$ cat src/rtl/msx_pkg.sv
/*
 * Shared constants and types for the swap, skip, table-read and XOR
 * execution unit. Assumes a core with a 14-bit program word, 512 words of
 * program memory in 256-word pages and 8-bit data memory.
 */
package msx_pkg;

  localparam int DM_AW = 7;
  localparam int PM_AW = 9;
  localparam int PM_DW = 14;
  localparam int TP_W = 8;
  localparam int PAGE_W = PM_AW - TP_W;
  localparam int TH_W = PM_DW - 8;

  localparam logic [7:0] WREG_RST = 8'h00;
  localparam logic ZF_RST = 1'b0;
  localparam logic [TH_W-1:0] TH_RST = 6'h00;
  localparam logic [PAGE_W-1:0] LAST_PAGE = '1;

  // Low byte of a program word, high part above it
  localparam int LOW_MSB = 7;
  localparam int HIGH_LSB = 8;

  typedef enum logic [3:0] {
    OP_NOP,
    OP_SWAP_MEM,
    OP_SWAP_WREG,
    OP_SKIP_ZERO,
    OP_COPY_SKIP_ZERO,
    OP_SKIP_BIT_ZERO,
    OP_TBL_CUR,
    OP_TBL_LAST,
    OP_XOR_WREG,
    OP_XOR_MEM,
    OP_XOR_IMM
  } msx_op_t;

  typedef struct packed {
    msx_op_t op;
    logic [DM_AW-1:0] addr;
    logic [2:0] bit_sel;
    logic [7:0] imm;
  } msx_ins_t;

  typedef struct packed {
    logic we;
    logic [DM_AW-1:0] addr;
    logic [7:0] data;
  } msx_dm_wr_t;

endpackage : msx_pkg

$ cat src/rtl/msx_exec.sv
/*
 * Execution unit for nibble swap, zero skips, table reads and XOR.
 * Assumes the data memory byte at ins.addr is presented combinationally
 * on dm_rdata in the cycle the instruction is issued, and that program
 * memory answers a read combinationally in the cycle pm_addr is driven.
 */
// Function
// - Swap exchanges the two nibbles of the byte in place, no flags change.
// - Swap-to-register puts the swapped byte in the work register only.
// - Skip-when-zero takes two cycles with a discard if the byte is zero.
// - Copy-and-skip loads the work register and skips likewise on zero.
// - Current-page table read splits the word to memory and high latch.
// - Last-page table read does the same from the last program page.
// - Register XOR memory goes to the work register, zero flag only.
// - Memory XOR register goes back to memory, zero flag only.
// - Immediate XOR goes to the work register, zero flag only.
module msx_exec
  import msx_pkg::*;
(
  input wire logic clock,
  input wire logic arst_n,
  input wire logic ins_valid,
  input wire msx_ins_t ins,
  output logic ins_ready,
  input wire logic [7:0] dm_rdata,
  output msx_dm_wr_t dm_wr,
  input wire logic [TP_W-1:0] table_read_pointer,
  input wire logic [PAGE_W-1:0] cur_page,
  output logic [PM_AW-1:0] pm_addr,
  input wire logic [PM_DW-1:0] pm_rdata,
  output logic [7:0] work_register,
  output logic zero_flag,
  output logic [TH_W-1:0] table_high_latch,
  output logic discard_next
);

  typedef enum logic [1:0] {
    ST_IDLE,
    ST_DUMMY,
    ST_TABLE
  } msx_state_t;

  msx_state_t state_ff, nxt_state;
  logic [7:0] wreg_ff, nxt_wreg;
  logic zf_ff, nxt_zf;
  logic [TH_W-1:0] th_ff, nxt_th;
  logic [PM_AW-1:0] pma_ff, nxt_pma;
  logic [DM_AW-1:0] dest_ff, nxt_dest;
  msx_dm_wr_t wr_ff, nxt_wr;
  logic disc_ff, nxt_disc;

  wire logic issue = ins_valid && (state_ff == ST_IDLE);

  // Op decode shared by the skip and table paths
  wire logic op_skip_byte = (ins.op == OP_SKIP_ZERO);
  wire logic op_copy_skip = (ins.op == OP_COPY_SKIP_ZERO);
  wire logic op_skip_bit = (ins.op == OP_SKIP_BIT_ZERO);
  wire logic op_tbl_last = (ins.op == OP_TBL_LAST);

  wire logic [7:0] swapped = {dm_rdata[3:0], dm_rdata[7:4]};
  wire logic [7:0] xor_mem = wreg_ff ^ dm_rdata;
  wire logic [7:0] xor_imm = wreg_ff ^ ins.imm;
  wire logic byte_zero = (dm_rdata == 8'h00);
  wire logic bit_clear = ~dm_rdata[ins.bit_sel];
  wire logic zf_mem = (xor_mem == 8'h00);
  wire logic zf_imm = (xor_imm == 8'h00);
  wire logic [PAGE_W-1:0] tbl_page =
    op_tbl_last ? LAST_PAGE : cur_page;
  wire logic [PM_AW-1:0] tbl_addr = {tbl_page, table_read_pointer};

  // Skip decision: the instruction already fetched behind us is dropped
  wire logic take_skip =
    (op_skip_byte && byte_zero) ||
    (op_copy_skip && byte_zero) ||
    (op_skip_bit && bit_clear);

  assign ins_ready = (state_ff == ST_IDLE);
  // Writes land a cycle late; a following instruction on the same byte
  // reads the old value unless the memory forwards it
  assign dm_wr = wr_ff;
  assign pm_addr = pma_ff;
  assign work_register = wreg_ff;
  assign zero_flag = zf_ff;
  assign table_high_latch = th_ff;
  assign discard_next = disc_ff;

  always_comb begin
    nxt_state = state_ff;
    nxt_wreg = wreg_ff;
    nxt_zf = zf_ff;
    nxt_th = th_ff;
    nxt_pma = pma_ff;
    nxt_dest = dest_ff;
    nxt_wr = '0;
    nxt_disc = 1'b0;
    case (state_ff)
      ST_IDLE: begin
        if (issue) begin
          case (ins.op)
            OP_SWAP_MEM: begin
              nxt_wr = '{we: 1'b1, addr: ins.addr, data: swapped};
            end
            OP_SWAP_WREG: begin
              nxt_wreg = swapped;
            end
            OP_SKIP_ZERO, OP_SKIP_BIT_ZERO: begin
              if (take_skip) begin
                nxt_disc = 1'b1;
                nxt_state = ST_DUMMY;
              end
            end
            OP_COPY_SKIP_ZERO: begin
              nxt_wreg = dm_rdata;
              if (take_skip) begin
                nxt_disc = 1'b1;
                nxt_state = ST_DUMMY;
              end
            end
            OP_TBL_CUR, OP_TBL_LAST: begin
              nxt_pma = tbl_addr;
              nxt_dest = ins.addr;
              nxt_state = ST_TABLE;
            end
            OP_XOR_WREG: begin
              nxt_wreg = xor_mem;
              nxt_zf = zf_mem;
            end
            OP_XOR_MEM: begin
              nxt_wr = '{we: 1'b1, addr: ins.addr, data: xor_mem};
              nxt_zf = zf_mem;
            end
            OP_XOR_IMM: begin
              nxt_wreg = xor_imm;
              nxt_zf = zf_imm;
            end
            default: begin
            end
          endcase
        end
      end
      ST_DUMMY: begin
        // Dummy cycle fills the slot of the discarded instruction
        nxt_state = ST_IDLE;
      end
      ST_TABLE: begin
        // Program word arrives now; low byte to memory, rest to the latch
        nxt_wr = '{we: 1'b1, addr: dest_ff,
                   data: pm_rdata[LOW_MSB:0]};
        nxt_th = pm_rdata[PM_DW-1:HIGH_LSB];
        nxt_state = ST_IDLE;
      end
      default: begin
        nxt_state = ST_IDLE;
      end
    endcase
  end

  always_ff @(posedge clock or negedge arst_n) begin
    if (!arst_n) begin
      state_ff <= ST_IDLE;
    end else begin
      state_ff <= nxt_state;
    end
  end

  always_ff @(posedge clock or negedge arst_n) begin
    if (!arst_n) begin
      wreg_ff <= WREG_RST;
    end else begin
      wreg_ff <= nxt_wreg;
    end
  end

  always_ff @(posedge clock or negedge arst_n) begin
    if (!arst_n) begin
      zf_ff <= ZF_RST;
    end else begin
      zf_ff <= nxt_zf;
    end
  end

  always_ff @(posedge clock or negedge arst_n) begin
    if (!arst_n) begin
      th_ff <= TH_RST;
    end else begin
      th_ff <= nxt_th;
    end
  end

  always_ff @(posedge clock or negedge arst_n) begin
    if (!arst_n) begin
      pma_ff <= '0;
    end else begin
      pma_ff <= nxt_pma;
    end
  end

  always_ff @(posedge clock or negedge arst_n) begin
    if (!arst_n) begin
      dest_ff <= '0;
    end else begin
      dest_ff <= nxt_dest;
    end
  end

  always_ff @(posedge clock or negedge arst_n) begin
    if (!arst_n) begin
      wr_ff <= '0;
    end else begin
      wr_ff <= nxt_wr;
    end
  end

  always_ff @(posedge clock or negedge arst_n) begin
    if (!arst_n) begin
      disc_ff <= 1'b0;
    end else begin
      disc_ff <= nxt_disc;
    end
  end

endmodule : msx_exec

$ cat config.mk
export PLATFORM = sky130hd
export DESIGN_NAME = msx_exec
export DESIGN_NICKNAME = d
export VERILOG_FILES = /design/src/rtl/msx_pkg.sv /design/src/rtl/msx_exec.sv
export SDC_FILE = /design/constraint.sdc
export NUM_CORES = 1
export LEC_CHECK = 0
export BUFFER_PORTS_ARGS = -buffer_cell sky130_fd_sc_hd__clkbuf_2
export CAP_MARGIN = 20
export CORE_MARGIN = 2
export CORE_UTILIZATION = 53
export DETAILED_ROUTE_END_ITERATION = 8
export GPL_TIMING_DRIVEN = 0
export MAX_ROUTING_LAYER = met4
export PLACE_DENSITY = 0.82
export SLEW_MARGIN = 10
export SYNTH_ARGS = -nofsm -noshare
export SYNTH_HDL_FRONTEND = slang
export SYNTH_SLANG_ARGS = --single-unit
$ cat constraint.sdc
create_clock -name clock -period 3.4 [get_ports clock]
set_input_delay 0.68 -clock clock [delete_from_list [all_inputs] [get_ports clock]]
set_output_delay 0.68 -clock clock [all_outputs]
set_load 0.02 [all_outputs]
### Word level (Yosys, flattened, before mapping)

Index checks and enable logic that the tools add are counted.

* flip-flop bits (word level): 50
* input port bits: 56
* logic and storage cells: 63

* order comparisons: 1
* equal/unequal tests: 14
* mux-type cells: 16
* bitwise gates (word level): 3
* reduce and logical (&&, ||, !) cells: 19

Operators by type and width (number)
* 16-bit one-hot mux with 2 select lines: 2
* 8-bit one-hot mux with 4 select lines: 1
* 8-bit zero test: 3
* 4-bit by 3-bit equality test with 1-bit output, second input constant: 4
* 16-bit 2-to-1 mux: 1
* 8-bit bitwise XOR: 2
* 4-bit equality test, second input constant: 3
* 3-bit AND reduction: 4
* 4-bit by 2-bit equality test with 1-bit output, second input constant: 2
* 1-bit 2-to-1 mux: 6
* 2-bit 2-to-1 mux: 3
* 3-bit by 2-bit != test with 1-bit output, second input constant: 2
* 4-bit by 1-bit equality test with 1-bit output, second input constant: 1
* 1-bit logical AND: 4
* 3-bit by 4-bit less-than comparator with 1-bit output, second input constant: 1
* 2-bit one-hot mux with 2 select lines: 1
* 4-bit nonzero test: 1
* 2-bit OR reduction: 2
* 1-bit binary-select mux with 3-bit select: 1
* 3-bit OR reduction: 1
* 2-bit equality test, second input constant: 1
* 2-bit zero test: 1
* 1-bit logical OR: 2
* 2-bit by 1-bit != test with 1-bit output, second input constant: 1
* 3 further kinds: 3

### Logic depth before layout (Yosys ltp)

* depth after elaboration: 9
* mapped depth: 7

### Worst setup path before layout

OpenSTA, ideal clock, no wires.

* kind: input -> register
* start point: input port ins_valid
* end point: register wreg_ff[2], in the netlist work_register[2]
* arrival: 1926 ps
* setup slack: 1344 ps
* stages: 5
* path buffers: 1
* cells stage by stage: or3b_1 -> or4b_1 -> buf_6 -> mux2i_1 -> o211ai_2

* word-level cells in the longest chain between the ends: 2

Ends and longest elaborated chain
* start: declaration: RTL line msx_exec.sv:22 `input wire logic ins_valid,`
* 1-bit logical AND: RTL line msx_exec.sv:52 `wire logic issue = ins_valid && (state_ff == ST_IDLE);`
* 3-bit AND reduction (no line)
* end signal: assignment: RTL line msx_exec.sv:170 `wreg_ff <= nxt_wreg;`
* end: declaration: RTL line msx_exec.sv:44 `logic [7:0] wreg_ff, nxt_wreg;`

No other way between the ends.
A chain may end at the register's enable or synchronous reset.

### Final worst setup path

* start point: input port ins[21] in the netlist's numbering
* end point: register pma_ff[6], in the netlist pm_addr[6]

* word-level cells in the longest chain between the ends: 3
* elaborated cells on any way between the ends: 4
* those cells by class: 2 x eq/ne; 2 x reduce/logical

Ends and longest elaborated chain
* start: declaration: RTL line msx_exec.sv:23 `input wire msx_ins_t ins,`
* 4-bit by 3-bit equality test with 1-bit output: RTL line msx_exec.sv:99 `case (ins.op)`
* 2-bit OR reduction *: RTL line msx_exec.sv:99
* 3-bit AND reduction (no line) *
* end signal: assignment: RTL line msx_exec.sv:194 `pma_ff <= nxt_pma;`
* end: declaration: RTL line msx_exec.sv:47 `logic [PM_AW-1:0] pma_ff, nxt_pma;`

Mark *: on every way between the ends. The rest lies on a longest branch, timed or not.

==> parameters.txt <==
Parameter                              Value

Run status
  Run status ... completed

Clock network
  Post-CTS resize count ... 0
  TritonCTS buffer count ... 5
  Max clock buf depth ... 2
  Quantity of hold-fixing buffers added after cts ... 0
  CTS Root Cell ... sky130_fd_sc_hd__clkbuf_8
  Sinks on Clock Net ... 50
  Worst skew pair latency ... 0.31 ns
  Count of H-tree levels built during CTS ... 2
  Clock tree from TritonCTS ... built
  Post-CTS setup repair buffer count ... 0
  Register clock-pin slew on the reported worst setup and hold paths ... 0.09 ns

Detailed routing
  Total Wirelength ... 5900 um
  Number of remaining DRC errors ... 0
  Via count of the routed design ... 2139
  Number of optimization iterations in the first detailed-route pass ... 4
  Routed WL per cell ... 15.0 um
  Via-per-instance ratio ... 5.44
  1st-iter DRT viols ... 113
  Routed Antenna Nets ... 0

STA
  Hold Violations, Final ... 0
  Setup-violating endpoint count in the final report ... 0
  Accumulated negative setup slack ... 0 ns
  Pins over their slew limit ... 0
  Minimum clock period after layout ... 2.17 ns
  Tightest Pin Transition ... 0.884 ns
  Setup repair after global routing missed its margin ... false
  Achievable clock frequency ... 0.460 GHz
  Portion of the clock cycle consumed by the worst path in the final layout ... 0.639
  Max-slew headroom at the worst pin ... 0.406
  Smallest setup slack after layout ... 1.23 ns
  Clk_skew ... 0.00913 ns

Die
  Starting density of the core ... 0.549
  Placeable core region ... 4720 sq um
  Die boundary height ... 74.0 um
  Width of the die ... 74.0 um
  # rows ... 25
  Total die area ... 5470 sq um
  Boundary pin count ... 98

Cells and area
  Area of all placed cells without fillers ... 3270 sq um
  Share of post-route cells with drive strength above 1 ... 0.436
  Final antenna diode count ... 0
  Fin util ... 0.692
  Top library cells by usage in the layout, fill and taps aside ... 95 x sky130_fd_sc_hd__clkbuf_2, 50 x sky130_fd_sc_hd__dfrtp_1, 16 x sky130_fd_sc_hd__xor2_1
  Most common cell after layout, fill and taps aside ... sky130_fd_sc_hd__clkbuf_2
  Total number of nets in the final design ... 381
  Area growth from synthesis to layout ... 26.1%

GRT
  Pin count of the biggest net entering global routing ... 35
  Wire length of the first global-routing pass ... 9400 um
  Vias in the first global route ... 2026
  Number of antenna violations at the first check in global routing ... 0
  Total grt overflow ... 0
  Total global-route track usage ... 0.232

Synth
  Share of the yosys chip area belonging to registers ... 0.482
  Synthesized instance count ... 222
  Warnings from Yosys ... 0
  Syn Nets ... 278
  Number of distinct library cells after synthesis ... 40
  Post-Syn Area per Cell ... 11.7 sq um
  Cell area after synthesis ... 2590 sq um
  FF+latch count, synth ... 50

Job
  Number of maximum-capacitance constraint violations ... 0

Critical path
  Arrival time reported for the critical path endpoint ... 2.36 ns
  Start point of the critical path ... ins[21]
  Critical register-to-register path endpoint ... pm_addr[6]$_DFFE_PN0P_
  Startpoint type of the worst setup path ... input pin
  Startpoint of the worst register-to-register path ... state_ff[1]$_DFFE_PN0P_
  Crit Path Class ... in -> reg
  CP Data Required Time ... 3.59 ns
  Critical path capture point type ... register
  Setup slack, reg-to-reg ... 1.36 ns
  Length in cells of the worst reg-to-reg path ... 4
  Destination of the critical timing path ... pm_addr[6]$_DFFE_PN0P_
  Worst Path Max Fanout ... 10

Power and ir drop
  Peak supply drop ... 240 uV
  P_leak ... 1.65 nW
  Power per cell area ... 491 nW/um^2
  Total Power ... 0.00161 W

Min path
  Class of the most critical hold timing path ... in -> async

Place
  Place WS ... 0.900 ns
  Cell area after placement ... 3170 sq um
  Half-perimeter wire length after detailed placement ... 4600 um
  Buffers added on ports ... 95
  Placer congestion estimate ... 0.858
layer usage:
| metal | up-vias | routed length [um] | track usage |
|---|---|---|---|
| met5 | - | 0 | - |
| met4 | 0 | 81 | 0.0606 |
| met3 | 15 | 446 | 0.0474 |
| met2 | 86 | 2840 | 0.378 |
| met1 | 1011 | 2530 | 0.298 |
| li1 | 1027 | - | - |
cells by family (layout without fill, tap and decap cells):
family                 Yosys count  in the layout  share of synthesized area
AND/OR/NAND/NOR                 60             60                      0.130
buffers and inverters           11            115                     0.0275
flip-flops                      50             50                      0.482
XOR/XNOR                        20             20                     0.0675
multiplexers                    36             36                      0.169
AO/OA/AOI/OAI                   45             45                      0.124
stage by stage:
stage / instances / hold WS (ns)
4_1_cts: 393 / 0.321
5_1_grt: 393 / 0.329
2_1_floorplan: 222 / 0.384
6_report: 393 / 0.313
3_5_place_dp: 385 / 0.469
3_3_place_gp: 384 / 0.466
critical path, cell delays in order:
cell	delay [ns]
sky130_fd_sc_hd__clkbuf_2	0.15
sky130_fd_sc_hd__nor4b_1	0.62
sky130_fd_sc_hd__nand3_2	0.34
sky130_fd_sc_hd__buf_6	0.26
sky130_fd_sc_hd__mux2_4	0.30
cell usage after synthesis, drive strengths merged:
master	instances	area share
dfrtp	50	0.48
or2b	1	0.0029
nand3	8	0.017
nor2b	1	0.0024
or2	1	0.0024
or3b	2	0.0068
or4b	1	0.0039
mux4	2	0.017
nand4	1	0.0024
nor4	4	0.0096
mux2i	13	0.050
nor4b	3	0.013
xnor2	4	0.014
a221oi	4	0.014
mux2	21	0.10
a21bo	1	0.0039
o211ai	4	0.015
clkbuf	3	0.0043
nor3b	1	0.0048
inv	1	0.0014
xor2	16	0.054
nand2b	1	0.0024
buf	7	0.022
and2	4	0.0096
a22o	7	0.024
nor2	8	0.012
a22oi	12	0.035
nor3	9	0.017
o21ai	16	0.031
nand2	14	0.020
nand4b	1	0.0034
a21oi	1	0.0019
power breakdown:
part           internal [W]  switching, W
combinational      0.000214      0.000263
clock              0.000153      0.000207
sequential         0.000688     0.0000811
worst min path at each step:
stage / cells past startpoint / endpoint / slack (ns)
4_1_cts: 1 / work_register[6]$_DFFE_PN0P_ / 0.32
2_1_floorplan: 0 / dest_ff[0]$_DFFE_PN0P_ / 0.38
3_5_place_dp: 1 / dm_wr[10]$_DFF_PN0_ / 0.47
6_report: 1 / work_register[7]$_DFFE_PN0P_ / 0.31
3_3_place_gp: 1 / dm_wr[8]$_DFF_PN0_ / 0.47
5_1_grt: 1 / work_register[6]$_DFFE_PN0P_ / 0.33
area by class of cell:
| class | instances | area (sq um) |
|---|---|---|
| Timing Repair Buffer | 96 | 495 |
| Clock inverter | 3 | 28.8 |
| Inverter | 1 | 3.75 |
| Sequential cell | 50 | 1250 |
| Clock buffer | 5 | 68.8 |
| Fill cell | 364 | 1450 |
| Buffer | 10 | 67.6 |
| Tap cell | 67 | 83.8 |
| Multi-Input combinational cell | 161 | 1270 |
state kept, by name, indices dropped and copies added, names as in the netlist:
signal / count
dm_wr: 16
table_high_latch: 6
pm_addr: 9
zero_flag: 1
state_ff: 2
dest_ff: 7
discard_next: 1
work_register: 8
Note: power is estimated with default switching activity, not from simulation.
